<file path="src/logic/l4_match_pkg.sv">
// constants and types for the layer-4 field matcher
package l4_match_pkg;
   // register offsets, byte addresses on the register bus
   localparam int unsigned AXI_AW        = 8;
   localparam logic [7:0]  OFS_CTRL      = 8'h00;
   localparam logic [7:0]  OFS_ICMP      = 8'h04;
   localparam logic [7:0]  OFS_SRC_SEL   = 8'h08;
   localparam logic [7:0]  OFS_SRC_PORT  = 8'h0c;
   localparam logic [7:0]  OFS_DST_SEL   = 8'h10;
   localparam logic [7:0]  OFS_DST_PORT  = 8'h14;
   localparam logic [7:0]  OFS_TCP_FLAGS = 8'h18;
   localparam logic [7:0]  OFS_STATUS    = 8'h1c;
   localparam logic [7:0]  OFS_FRAME_CNT = 8'h20;
   localparam logic [7:0]  OFS_MATCH_CNT = 8'h24;

   // field positions
   localparam int unsigned CTRL_EN_BIT      = 0;
   localparam int unsigned CTRL_PROTO_LSB   = 1;
   localparam int unsigned ICMP_TSEL_BIT    = 0;
   localparam int unsigned ICMP_CSEL_BIT    = 1;
   localparam int unsigned ICMP_TYPE_LSB    = 8;
   localparam int unsigned ICMP_CODE_LSB    = 16;
   localparam int unsigned PORT_HIGH_LSB    = 16;
   localparam int unsigned STAT_MATCH_BIT   = 0;
   localparam int unsigned STAT_PROTO_BIT   = 1;
   localparam int unsigned TCP_FLAG_COUNT   = 6;

   // reset values
   localparam logic        RST_ENTRY_EN  = 1'b0;
   localparam logic [7:0]  RST_ICMP_VAL  = 8'h00;
   localparam logic [15:0] RST_PORT_LOW  = 16'h0000;
   localparam logic [15:0] RST_PORT_HIGH = 16'hffff;
   localparam logic [11:0] RST_TCP_CFG   = 12'h0aaa;
   localparam logic [31:0] RST_COUNT     = 32'h0000_0000;

   // protocol selection of the entry
   localparam logic [1:0] PROTO_ANY  = 2'h0;
   localparam logic [1:0] PROTO_ICMP = 2'h1;
   localparam logic [1:0] PROTO_UDP  = 2'h2;
   localparam logic [1:0] PROTO_TCP  = 2'h3;

   // ip protocol numbers carried by frames
   localparam logic [7:0] IPP_ICMP4 = 8'h01;
   localparam logic [7:0] IPP_TCP   = 8'h06;
   localparam logic [7:0] IPP_UDP   = 8'h11;
   localparam logic [7:0] IPP_ICMP6 = 8'h3a;

   // port selector and tcp flag settings
   localparam logic [1:0] PSEL_ANY      = 2'h0;
   localparam logic [1:0] PSEL_SPECIFIC = 2'h1;
   localparam logic [1:0] PSEL_RANGE    = 2'h2;
   localparam logic [1:0] FLAG_CLEAR    = 2'h0;
   localparam logic [1:0] FLAG_SET      = 2'h1;

   localparam logic [1:0] RESP_OKAY   = 2'h0;
   localparam logic [1:0] RESP_SLVERR = 2'h2;

   typedef enum logic [1:0] {
      WR_COLLECT = 2'b01,
      WR_RESP    = 2'b10
   } wr_state_e;

   typedef enum logic [1:0] {
      RD_IDLE = 2'b01,
      RD_RESP = 2'b10
   } rd_state_e;
endpackage : l4_match_pkg

</file>
<file path="src/logic/l4_port_if.sv">
`timescale 1ns/10ps
// bundle between the matcher and one port checker
interface l4_port_if;
   logic [1:0]  sel;
   logic [15:0] low;
   logic [15:0] high;
   logic [15:0] port;
   logic        hit;
   modport chk (input sel, input low, input high, input port, output hit);
   modport owner (output sel, output low, output high, output port,
                  input hit);
endinterface : l4_port_if

</file>
<file path="src/logic/l4_port_check.sv">
`timescale 1ns/10ps
// port check against any, one value or an inclusive range
module l4_port_check (
   l4_port_if.chk pif
);
   always_comb begin
      case (pif.sel)
         l4_match_pkg::PSEL_SPECIFIC: begin
            pif.hit = (pif.port == pif.low);
         end
         l4_match_pkg::PSEL_RANGE: begin
            pif.hit = (pif.port >= pif.low) &&
                      (pif.port <= pif.high);
         end
         default: begin
            pif.hit = 1'b1;
         end
      endcase
   end
endmodule : l4_port_check

</file>
<file path="src/logic/acl_l4_field_matcher.sv">
`timescale 1ns/10ps
// layer-4 field matcher of one access_list_entry, axi4-lite registers
//
// How it works
// - icmp type any ignores frame type
// - icmp type specific needs equal 8-bit value
// - icmp code any ignores frame code
// - icmp code specific needs equal value
// - source port any ignores source port
// - source port specific needs equal value
// - source port range needs port within bounds
// - destination port any ignores destination port
// - destination port specific needs equal value
// - destination port range needs port within bounds
// - fin flag: clear, set or any
// - syn flag: clear, set or any
// - rst flag: clear, set or any
// - psh flag: clear, set or any
// - ack flag: clear, set or any
// - urg flag: clear, set or any
// - l4 checks only for selected protocol frames
module acl_l4_field_matcher (
   input  wire logic        i_mclk,
   input  wire logic        i_reset_n,
   // register bus
   input  wire logic [7:0]  i_axi_awaddr,
   input  wire logic [2:0]  i_axi_awprot,
   input  wire logic        i_axi_awvalid,
   output logic             o_axi_awready,
   input  wire logic [31:0] i_axi_wdata,
   input  wire logic [3:0]  i_axi_wstrb,
   input  wire logic        i_axi_wvalid,
   output logic             o_axi_wready,
   output logic [1:0]       o_axi_bresp,
   output logic             o_axi_bvalid,
   input  wire logic        i_axi_bready,
   input  wire logic [7:0]  i_axi_araddr,
   input  wire logic [2:0]  i_axi_arprot,
   input  wire logic        i_axi_arvalid,
   output logic             o_axi_arready,
   output logic [31:0]      o_axi_rdata,
   output logic [1:0]       o_axi_rresp,
   output logic             o_axi_rvalid,
   input  wire logic        i_axi_rready,
   // parsed frame headers from the receive pipeline
   input  wire logic        i_frm_valid,
   input  wire logic [7:0]  i_frm_ip_proto,
   input  wire logic [7:0]  i_frm_icmp_type,
   input  wire logic [7:0]  i_frm_icmp_code,
   input  wire logic [15:0] i_frm_src_port,
   input  wire logic [15:0] i_frm_dst_port,
   input  wire logic [5:0]  i_frm_tcp_flags,
   // match result
   output logic             o_match_valid,
   output logic             o_match
);

   // configuration fields
   logic        entry_en;
   logic [1:0]  proto_sel;
   logic        icmp_type_sel;
   logic        icmp_code_sel;
   logic [7:0]  icmp_type;
   logic [7:0]  icmp_code;
   logic [1:0]  src_sel;
   logic [15:0] src_low;
   logic [15:0] src_high;
   logic [1:0]  dst_sel;
   logic [15:0] dst_low;
   logic [15:0] dst_high;
   logic [11:0] tcp_cfg;
   // status
   logic [31:0] frame_count;
   logic [31:0] match_count;
   logic        last_match;
   logic        last_proto_hit;
   // bus channel state
   l4_match_pkg::wr_state_e wr_state;
   l4_match_pkg::rd_state_e rd_state;
   logic        aw_full;
   logic        w_full;
   logic [7:0]  aw_addr;
   logic [31:0] w_data;
   logic [3:0]  w_strb;
   logic        wr_fire;
   logic [31:0] wr_word;
   // match datapath
   logic        is_icmp;
   logic        is_udp;
   logic        is_tcp;
   logic        icmp_ok;
   logic        flags_ok;
   logic        proto_hit;
   logic        l4_hit;
   logic        next_match;
   l4_port_if src_if ();
   l4_port_if dst_if ();

   // word-aligned offset of a byte address
   function automatic logic [7:0] word_ofs(input logic [7:0] addr);
      return {addr[7:2], 2'b00};
   endfunction : word_ofs

   // mapped words run without a gap up to the match counter
   function automatic logic addr_known(input logic [7:0] addr);
      return word_ofs(addr) <= l4_match_pkg::OFS_MATCH_CNT;
   endfunction : addr_known

   // read-back word of a register, zero when unmapped
   function automatic logic [31:0] read_word(input logic [7:0] addr);
      logic [7:0] ofs;
      ofs = word_ofs(addr);
      if (ofs == l4_match_pkg::OFS_CTRL) begin
         return {29'h0000_0000, proto_sel, entry_en};
      end else if (ofs == l4_match_pkg::OFS_ICMP) begin
         return {8'h00, icmp_code, icmp_type, 6'h00,
                 icmp_code_sel, icmp_type_sel};
      end else if (ofs == l4_match_pkg::OFS_SRC_SEL) begin
         return {30'h0000_0000, src_sel};
      end else if (ofs == l4_match_pkg::OFS_SRC_PORT) begin
         return {src_high, src_low};
      end else if (ofs == l4_match_pkg::OFS_DST_SEL) begin
         return {30'h0000_0000, dst_sel};
      end else if (ofs == l4_match_pkg::OFS_DST_PORT) begin
         return {dst_high, dst_low};
      end else if (ofs == l4_match_pkg::OFS_TCP_FLAGS) begin
         return {20'h0_0000, tcp_cfg};
      end else if (ofs == l4_match_pkg::OFS_STATUS) begin
         return {30'h0000_0000, last_proto_hit, last_match};
      end else if (ofs == l4_match_pkg::OFS_FRAME_CNT) begin
         return frame_count;
      end else if (ofs == l4_match_pkg::OFS_MATCH_CNT) begin
         return match_count;
      end else begin
         return 32'h0000_0000;
      end
   endfunction : read_word

   // byte-lane merge under the write strobes
   function automatic logic [31:0] merge_bytes(input logic [31:0] old_val,
                                               input logic [31:0] new_val,
                                               input logic [3:0]  strb);
      logic [31:0] mask;
      mask = {{8{strb[3]}}, {8{strb[2]}}, {8{strb[1]}}, {8{strb[0]}}};
      return (new_val & mask) | (old_val & ~mask);
   endfunction : merge_bytes

   // three-way tcp flag setting
   function automatic logic flag_ok(input logic [1:0] setting,
                                    input logic       flag);
      case (setting)
         l4_match_pkg::FLAG_CLEAR: return !flag;
         l4_match_pkg::FLAG_SET:   return flag;
         default:                  return 1'b1;
      endcase
   endfunction : flag_ok

   // write channel
   assign o_axi_awready = (wr_state == l4_match_pkg::WR_COLLECT) && !aw_full;
   assign o_axi_wready  = (wr_state == l4_match_pkg::WR_COLLECT) && !w_full;
   assign o_axi_bvalid  = (wr_state == l4_match_pkg::WR_RESP);
   assign wr_fire = (wr_state == l4_match_pkg::WR_COLLECT) &&
                    aw_full && w_full;
   always_comb wr_word = merge_bytes(read_word(aw_addr), w_data, w_strb);

   always_ff @(posedge i_mclk or negedge i_reset_n) begin
      if (!i_reset_n) begin
         wr_state    <= l4_match_pkg::WR_COLLECT;
         aw_full     <= 1'b0;
         w_full      <= 1'b0;
         aw_addr     <= 8'h00;
         w_data      <= 32'h0000_0000;
         w_strb      <= 4'h0;
         o_axi_bresp <= l4_match_pkg::RESP_OKAY;
      end else begin
         case (wr_state)
            l4_match_pkg::WR_COLLECT: begin
               if (i_axi_awvalid && o_axi_awready) begin
                  aw_full <= 1'b1;
                  aw_addr <= i_axi_awaddr;
               end
               if (i_axi_wvalid && o_axi_wready) begin
                  w_full <= 1'b1;
                  w_data <= i_axi_wdata;
                  w_strb <= i_axi_wstrb;
               end
               if (wr_fire) begin
                  aw_full     <= 1'b0;
                  w_full      <= 1'b0;
                  o_axi_bresp <= addr_known(aw_addr) ?
                                 l4_match_pkg::RESP_OKAY :
                                 l4_match_pkg::RESP_SLVERR;
                  wr_state    <= l4_match_pkg::WR_RESP;
               end
            end
            l4_match_pkg::WR_RESP: begin
               if (i_axi_bready) begin
                  wr_state <= l4_match_pkg::WR_COLLECT;
               end
            end
            default: begin
               wr_state <= l4_match_pkg::WR_COLLECT;
            end
         endcase
      end
   end

   // configuration registers
   always_ff @(posedge i_mclk or negedge i_reset_n) begin
      if (!i_reset_n) begin
         entry_en      <= l4_match_pkg::RST_ENTRY_EN;
         proto_sel     <= l4_match_pkg::PROTO_ANY;
         icmp_type_sel <= 1'b0;
         icmp_code_sel <= 1'b0;
         icmp_type     <= l4_match_pkg::RST_ICMP_VAL;
         icmp_code     <= l4_match_pkg::RST_ICMP_VAL;
         src_sel       <= l4_match_pkg::PSEL_ANY;
         src_low       <= l4_match_pkg::RST_PORT_LOW;
         src_high      <= l4_match_pkg::RST_PORT_HIGH;
         dst_sel       <= l4_match_pkg::PSEL_ANY;
         dst_low       <= l4_match_pkg::RST_PORT_LOW;
         dst_high      <= l4_match_pkg::RST_PORT_HIGH;
         tcp_cfg       <= l4_match_pkg::RST_TCP_CFG;
      end else if (wr_fire) begin
         if (word_ofs(aw_addr) == l4_match_pkg::OFS_CTRL) begin
            entry_en  <= wr_word[l4_match_pkg::CTRL_EN_BIT];
            proto_sel <= wr_word[l4_match_pkg::CTRL_PROTO_LSB +: 2];
         end else if (word_ofs(aw_addr) == l4_match_pkg::OFS_ICMP) begin
            icmp_type_sel <= wr_word[l4_match_pkg::ICMP_TSEL_BIT];
            icmp_code_sel <= wr_word[l4_match_pkg::ICMP_CSEL_BIT];
            icmp_type     <= wr_word[l4_match_pkg::ICMP_TYPE_LSB +: 8];
            icmp_code     <= wr_word[l4_match_pkg::ICMP_CODE_LSB +: 8];
         end else if (word_ofs(aw_addr) == l4_match_pkg::OFS_SRC_SEL) begin
            src_sel <= wr_word[1:0];
         end else if (word_ofs(aw_addr) == l4_match_pkg::OFS_SRC_PORT) begin
            src_low  <= wr_word[15:0];
            src_high <= wr_word[l4_match_pkg::PORT_HIGH_LSB +: 16];
         end else if (word_ofs(aw_addr) == l4_match_pkg::OFS_DST_SEL) begin
            dst_sel <= wr_word[1:0];
         end else if (word_ofs(aw_addr) == l4_match_pkg::OFS_DST_PORT) begin
            dst_low  <= wr_word[15:0];
            dst_high <= wr_word[l4_match_pkg::PORT_HIGH_LSB +: 16];
         end else if (word_ofs(aw_addr) == l4_match_pkg::OFS_TCP_FLAGS) begin
            tcp_cfg <= wr_word[11:0];
         end
      end
   end

   // read channel
   assign o_axi_arready = (rd_state == l4_match_pkg::RD_IDLE);
   assign o_axi_rvalid  = (rd_state == l4_match_pkg::RD_RESP);

   always_ff @(posedge i_mclk or negedge i_reset_n) begin
      if (!i_reset_n) begin
         rd_state    <= l4_match_pkg::RD_IDLE;
         o_axi_rdata <= 32'h0000_0000;
         o_axi_rresp <= l4_match_pkg::RESP_OKAY;
      end else begin
         case (rd_state)
            l4_match_pkg::RD_IDLE: begin
               if (i_axi_arvalid) begin
                  o_axi_rdata <= read_word(i_axi_araddr);
                  o_axi_rresp <= addr_known(i_axi_araddr) ?
                                 l4_match_pkg::RESP_OKAY :
                                 l4_match_pkg::RESP_SLVERR;
                  rd_state    <= l4_match_pkg::RD_RESP;
               end
            end
            l4_match_pkg::RD_RESP: begin
               if (i_axi_rready) begin
                  rd_state <= l4_match_pkg::RD_IDLE;
               end
            end
            default: begin
               rd_state <= l4_match_pkg::RD_IDLE;
            end
         endcase
      end
   end

   // port checkers
   assign src_if.sel  = src_sel;
   assign src_if.low  = src_low;
   assign src_if.high = src_high;
   assign src_if.port = i_frm_src_port;
   assign dst_if.sel  = dst_sel;
   assign dst_if.low  = dst_low;
   assign dst_if.high = dst_high;
   assign dst_if.port = i_frm_dst_port;

   l4_port_check u_src_check (.pif (src_if.chk));
   l4_port_check u_dst_check (.pif (dst_if.chk));

   // match decision
   always_comb begin
      is_icmp = (i_frm_ip_proto == l4_match_pkg::IPP_ICMP4) ||
                (i_frm_ip_proto == l4_match_pkg::IPP_ICMP6);
      is_udp  = (i_frm_ip_proto == l4_match_pkg::IPP_UDP);
      is_tcp  = (i_frm_ip_proto == l4_match_pkg::IPP_TCP);
      icmp_ok = (!icmp_type_sel ||
                 (i_frm_icmp_type == icmp_type)) &&
                (!icmp_code_sel ||
                 (i_frm_icmp_code == icmp_code));
      flags_ok = 1'b1;
      for (int f = 0; f < l4_match_pkg::TCP_FLAG_COUNT; f++) begin
         flags_ok = flags_ok && flag_ok(tcp_cfg[2*f +: 2],
                                        i_frm_tcp_flags[f]);
      end
      case (proto_sel)
         l4_match_pkg::PROTO_ICMP: begin
            proto_hit = is_icmp;
            l4_hit    = icmp_ok;
         end
         l4_match_pkg::PROTO_UDP: begin
            proto_hit = is_udp;
            l4_hit    = src_if.hit && dst_if.hit;
         end
         l4_match_pkg::PROTO_TCP: begin
            proto_hit = is_tcp;
            l4_hit    = src_if.hit && dst_if.hit && flags_ok;
         end
         default: begin
            proto_hit = 1'b1;
            l4_hit    = 1'b1;
         end
      endcase
      next_match = entry_en && proto_hit && l4_hit;
   end

   // registered result one cycle after the frame, kept as status
   always_ff @(posedge i_mclk or negedge i_reset_n) begin
      if (!i_reset_n) begin
         o_match_valid  <= 1'b0;
         o_match        <= 1'b0;
         last_match     <= 1'b0;
         last_proto_hit <= 1'b0;
      end else begin
         o_match_valid <= i_frm_valid;
         o_match       <= i_frm_valid && next_match;
         if (i_frm_valid) begin
            last_match     <= next_match;
            last_proto_hit <= proto_hit;
         end
      end
   end

   // counters, a write clears, a frame in the same cycle still counts
   always_ff @(posedge i_mclk or negedge i_reset_n) begin
      if (!i_reset_n) begin
         frame_count <= l4_match_pkg::RST_COUNT;
         match_count <= l4_match_pkg::RST_COUNT;
      end else begin
         if (wr_fire && word_ofs(aw_addr) == l4_match_pkg::OFS_FRAME_CNT) begin
            frame_count <= {31'h0000_0000, i_frm_valid};
         end else if (i_frm_valid) begin
            frame_count <= frame_count + 32'h0000_0001;
         end
         if (wr_fire && word_ofs(aw_addr) == l4_match_pkg::OFS_MATCH_CNT) begin
            match_count <= {31'h0000_0000, i_frm_valid && next_match};
         end else if (i_frm_valid && next_match) begin
            match_count <= match_count + 32'h0000_0001;
         end
      end
   end

endmodule : acl_l4_field_matcher

</file>
<file path="config.mk">
export PLATFORM = sky130hd
export DESIGN_NAME = acl_l4_field_matcher
export DESIGN_NICKNAME = d
export VERILOG_FILES = /design/src/logic/l4_match_pkg.sv /design/src/logic/l4_port_if.sv /design/src/logic/l4_port_check.sv /design/src/logic/acl_l4_field_matcher.sv
export SDC_FILE = /design/constraint.sdc
export NUM_CORES = 1
export LEC_CHECK = 0
export ABC_AREA = 0
export BUFFER_PORTS_ARGS = -buffer_cell sky130_fd_sc_hd__buf_2
export CORE_ASPECT_RATIO = 1.2
export CORE_MARGIN = 5
export CORE_UTILIZATION = 45
export CTS_BUF_LIST = sky130_fd_sc_hd__clkbuf_8
export DETAILED_ROUTE_END_ITERATION = 8
export GPL_ROUTABILITY_DRIVEN = 0
export GPL_TIMING_DRIVEN = 1
export PLACE_DENSITY = 0.65
export SLEW_MARGIN = 20
export SYNTH_ARGS = -nofsm -noshare
export SYNTH_HDL_FRONTEND = slang
export SYNTH_SLANG_ARGS = --single-unit
</file>
<file path="constraint.sdc">
create_clock -name i_mclk -period 4 [get_ports i_mclk]
set_clock_uncertainty 0.1 [all_clocks]
set_input_delay 0.2 -clock i_mclk [delete_from_list [all_inputs] [get_ports i_mclk]]
set_output_delay 0.2 -clock i_mclk [all_outputs]
set_load 0.05 [all_outputs]
</file>
==> summary by stage <==
Floorplanning
From bottom edge to top edge, the die measures 206.6 um. The die is 173.9 um wide. The effective utilization at floorplan is 45.21%. The floorplan step defined a core boundary enclosing 0.03207 mm2. The placement row count is 72.

The number of primary I/O pins is 171. The floorplan step defined a die boundary enclosing 0.03593 mm2.

Synthesis
The share of synthesized cell area in full adder, half adder and majority cells is 6.040%. By area the synthesized netlist is led by sky130_fd_sc_hd__dfrtp_1, sky130_fd_sc_hd__dfstp_2, sky130_fd_sc_hd__nand2_1. The biggest area contributor in the post-synthesis netlist is sky130_fd_sc_hd__dfrtp_1. Of all flip-flops after synthesis, the portion carrying an async set or reset was 100.0%. Of the post-synthesis cell area, the part taken by muxes is 5.488%. The post-synthesis cell area is between 0.01 and 0.015 mm2.

The main combinational cell family by area after synthesis is compound AO/OA/AOI/OAI gates. The count of state elements after synthesis is 251. The average cell area after synthesis is 9.242 um2.

The simple-gate share of the synthesized area is 17.15%. The most common cell in the synthesized netlist is sky130_fd_sc_hd__nand2_1. Yosys mapped a number of flops with a built-in enable equal to 0.

Summing the areas of all xor and xnor instances in the mapped netlist gives around 3.2% of the synthesized area. Sorting the synthesized cells by how often they occur yields sky130_fd_sc_hd__nand2_1, sky130_fd_sc_hd__dfrtp_1, sky130_fd_sc_hd__o21ai_0. In the synthesized netlist the dominant register cell turns out to be sky130_fd_sc_hd__dfrtp_1.

The sequential cell area fraction in the yosys report is between 40% and 50%. The number of library cell types mapped by synthesis is 73. The compound-cell area share of the yosys netlist is 19.73%. The share of the synthesized area in the top cell type is roughly 36%. The post-synthesis cell count is 1569. The Yosys step of the flow raised 0 warnings.

Run status
The run finished with clean final reports.

STA
The measured slew at the worst slew-check pin is around 1100 ps. The highest achievable clock rate is 0.2755 GHz. The setup TNS is 0 ps. The count of final hold-check violations is 0. Of the available clock period, the critical path in the final layout requires about nine tenths. The count of final max-slew check failures is 0. Setup repair after global routing left no endpoint under its margin. For the finished layout, the period the worst path requires is between 3000 and 4000 ps. Setup violations remaining at the end of the flow were counted as 0.

The worst slew margin relative to its limit is between 20% and 30%.

Final layout
For this run, the share of the core covered by cells in the final layout is 53.66%. 0 antenna diodes ended up in the layout. Relative to the synthesized area, the layout overhead comes to 18.69%.

After filler insertion, the fill cell instance count of the layout stands at 2944. The share of post-route cells with drive strength above 1 is 20.68%. The final non-filler cell total is 2211. The total non-filler cell area in the finished layout is 0.01721 mm2.

The number of nets in the layout is 1966.

Critical path
The endpoint class of the critical path is a register. The required time reported for the critical path endpoint is 4400 ps. STA classifies the critical path startpoint as a register. Of all nets on the critical path, the largest fanout is 22. Together, buffers and inverters on the worst path number 2. The cell repeated most along the worst path is sky130_fd_sc_hd__a21oi_1. The cell family contributing the most delay on the critical path is compound AO/OA/AOI/OAI gates. The worst setup path is of the reg2reg kind.

Traced cell by cell, the critical path runs through inv_1 -> ha_1 -> a21oi_1 -> nand2_1 -> a221oi_1 -> a21oi_1 -> o31ai_4 -> a31oi_2 -> buf_12 -> or4_1 -> a21oi_1. The arrival time of the worst setup path is 4030 ps. The maximum cell stage delay along the critical path is roughly 620 ps. The largest individual stage delay along the critical path comes from the cell sky130_fd_sc_hd__dfstp_2.

Clocking
The count of hold buffers inserted by post-cts repair is 53. CTS saw 251 sinks. The number of setup buffers added after CTS is 0. The post-cts sizing count is 0. The number of buffers inserted during clock tree synthesis is 44. The later pin in the worst-skew pair is clocked with a latency of 590 ps. The clock root buffer master is sky130_fd_sc_hd__clkbuf_8.

The depth of the CTS H-tree is 2. Clock-pin slew was measured on the worst setup and hold paths at about 60 ps. TritonCTS built the clock tree. The number of buffers on the longest clock path is 3.

GRT
The maximum number of pins on one net before global-route repair is roughly 120. The first global-routing pass estimated 79.09 mm of wire. The initial antenna violation count is 0. The via count of the first global-routing pass was 13430. The final global-route overflow total is 0. In the global route stage, overall resource usage came out at around 28%.

Placement
Once placement finished, the instance area stood at about 0.016 mm2. The HPWL after detailed placement is 38.00 mm. After detailed placement, the design holds a cell count of 2076.

In this run the tool buffered the top-level ports with 158 buffer cells.

Detailed routing
The detailed router placed between 10000 and 15000 vias in this run. The remaining antenna violation count is 0. The final wirelength is 51.50 mm. The via-per-instance ratio is around 6.2. In this run, the number of DRC markers left after iteration 0 of detailed routing was ~1700.

For this run, design rule violations remaining after detail routing come to 0. The first detailed-routing pass ran for 8 iterations. After detailed routing, the average wire length per cell comes to 23.29 um.

Pwr
The total power density per cell area is 588.4 mW/mm2. For this design the static power due to leakage is around 7.4 nW. VDD sags by at most roughly 0.00034 V.

Job
The number of violations of the max-capacitance limit is 0.

Min path
The tightest min-delay check is of the in2reg type.
==> path summary, 6_finish.rpt <==
kind	from	end	slack, ps	cells after the start
min	i_axi_awvalid	aw_full	50	3
min reg2reg	o_axi_rdata[20]	o_axi_rdata[20]	370	1
max	dst_high[14]	match_count[15]	370	11
max in group asynchronous	i_reset_n	src_high[3]	2480	3
min in group asynchronous	i_reset_n	tcp_cfg[2]	240	2
max reg2reg	dst_high[14]	match_count[15]	370	11
==> metrics by stage <==
| stage | worst slack, ps | power, mW | hold slack (ps) |
|---|---|---|---|
| after floorplan | 1028 | 6.184 | -195.6 |
| after global placement | 491.1 | 7.441 | 272.5 |
| after detailed placement | 464.7 | 7.571 | 294.2 |
| after CTS | 428.0 | 10.07 | 36.72 |
| after global routing | 215.6 | 10.68 | 98.85 |
| final | 370.2 | 10.13 | 49.23 |
==> final cells by class <==
type / count / area, um2 / share of cell area [%]
flip-flops and latches: 251 / 6331 / 36.79
well taps: 407 / 509.2 / 2.959
multi-input cells: 1143 / 7520 / 43.69
clock inverters: 23 / 102.6 / 0.5961
clock buffers: 59 / 812.0 / 4.718
inverters: 83 / 311.5 / 1.810
repair buffers: 245 / 1624 / 9.437
==> kinds of logic after synthesis <==
family | Yosys count
AO/OA/AOI/OAI | 428
XOR/XNOR | 53
adder cells (fa/ha/maj) | 70
buffers and inverters | 176
flip-flops | 251
multiplexers | 69
other | 1
AND/OR/NAND/NOR | 521
==> placed cells by master (no fill, tap or decap), types with 11 or more instances in the layout <==
master and count:
sky130_fd_sc_hd__mux2_2 44, sky130_fd_sc_hd__dfstp_2 40, sky130_fd_sc_hd__a222oi_1 64, sky130_fd_sc_hd__buf_2 157, sky130_fd_sc_hd__a21oi_1 91, sky130_fd_sc_hd__inv_1 97, sky130_fd_sc_hd__or4_1 21, sky130_fd_sc_hd__xnor2_1 28
sky130_fd_sc_hd__nand3_1 50, sky130_fd_sc_hd__xor2_1 25, sky130_fd_sc_hd__and2_1 13, sky130_fd_sc_hd__ha_1 70, sky130_fd_sc_hd__nand4_1 33, sky130_fd_sc_hd__and3_1 20, sky130_fd_sc_hd__dlygate4sd3_1 53, sky130_fd_sc_hd__a22oi_1 34
sky130_fd_sc_hd__mux2i_1 21, sky130_fd_sc_hd__o31ai_1 17, sky130_fd_sc_hd__nor3_1 15, sky130_fd_sc_hd__a21o_1 12, sky130_fd_sc_hd__a22o_1 13, sky130_fd_sc_hd__a31oi_1 11, sky130_fd_sc_hd__nand2_1 243, sky130_fd_sc_hd__o21ai_0 136
sky130_fd_sc_hd__nor2_1 63, sky130_fd_sc_hd__dfrtp_1 211, sky130_fd_sc_hd__clkbuf_8 59, sky130_fd_sc_hd__buf_4 31
==> power breakdown <==
group	switching [mW]	total, mW	internal (mW)	leakage (nW)
clock network	1.13	2.45	1.32	0.526
registers	1.18	4.55	3.37	3.19
logic	1.88	3.13	1.25	3.66
==> tightest hold or removal path, cell delays in order <==
cell and delay, ps:
sky130_fd_sc_hd__buf_2 70, sky130_fd_sc_hd__and2_1 300, sky130_fd_sc_hd__a21o_1 120
==> registers in the layout (all words and copies together) (netlist names), 12 cells and up <==
name / flops
match_count: 32
dst_if.low: 16
o_axi_rdata: 32
frame_count: 32
w_data: 32
src_high: 16
dst_high: 16
src_if.low: 16
tcp_cfg: 12
==> metal layers <==
layer,global-route usage (%),part of all wire [%],vias to the layer above
met4,13.13,5.0,0
li1,-,-,6182
met5,0,0,-
met3,5.701,9.7,145
met1,38.27,41,6614
met2,44.09,45,729
Power figures use the tool's default switching activity.
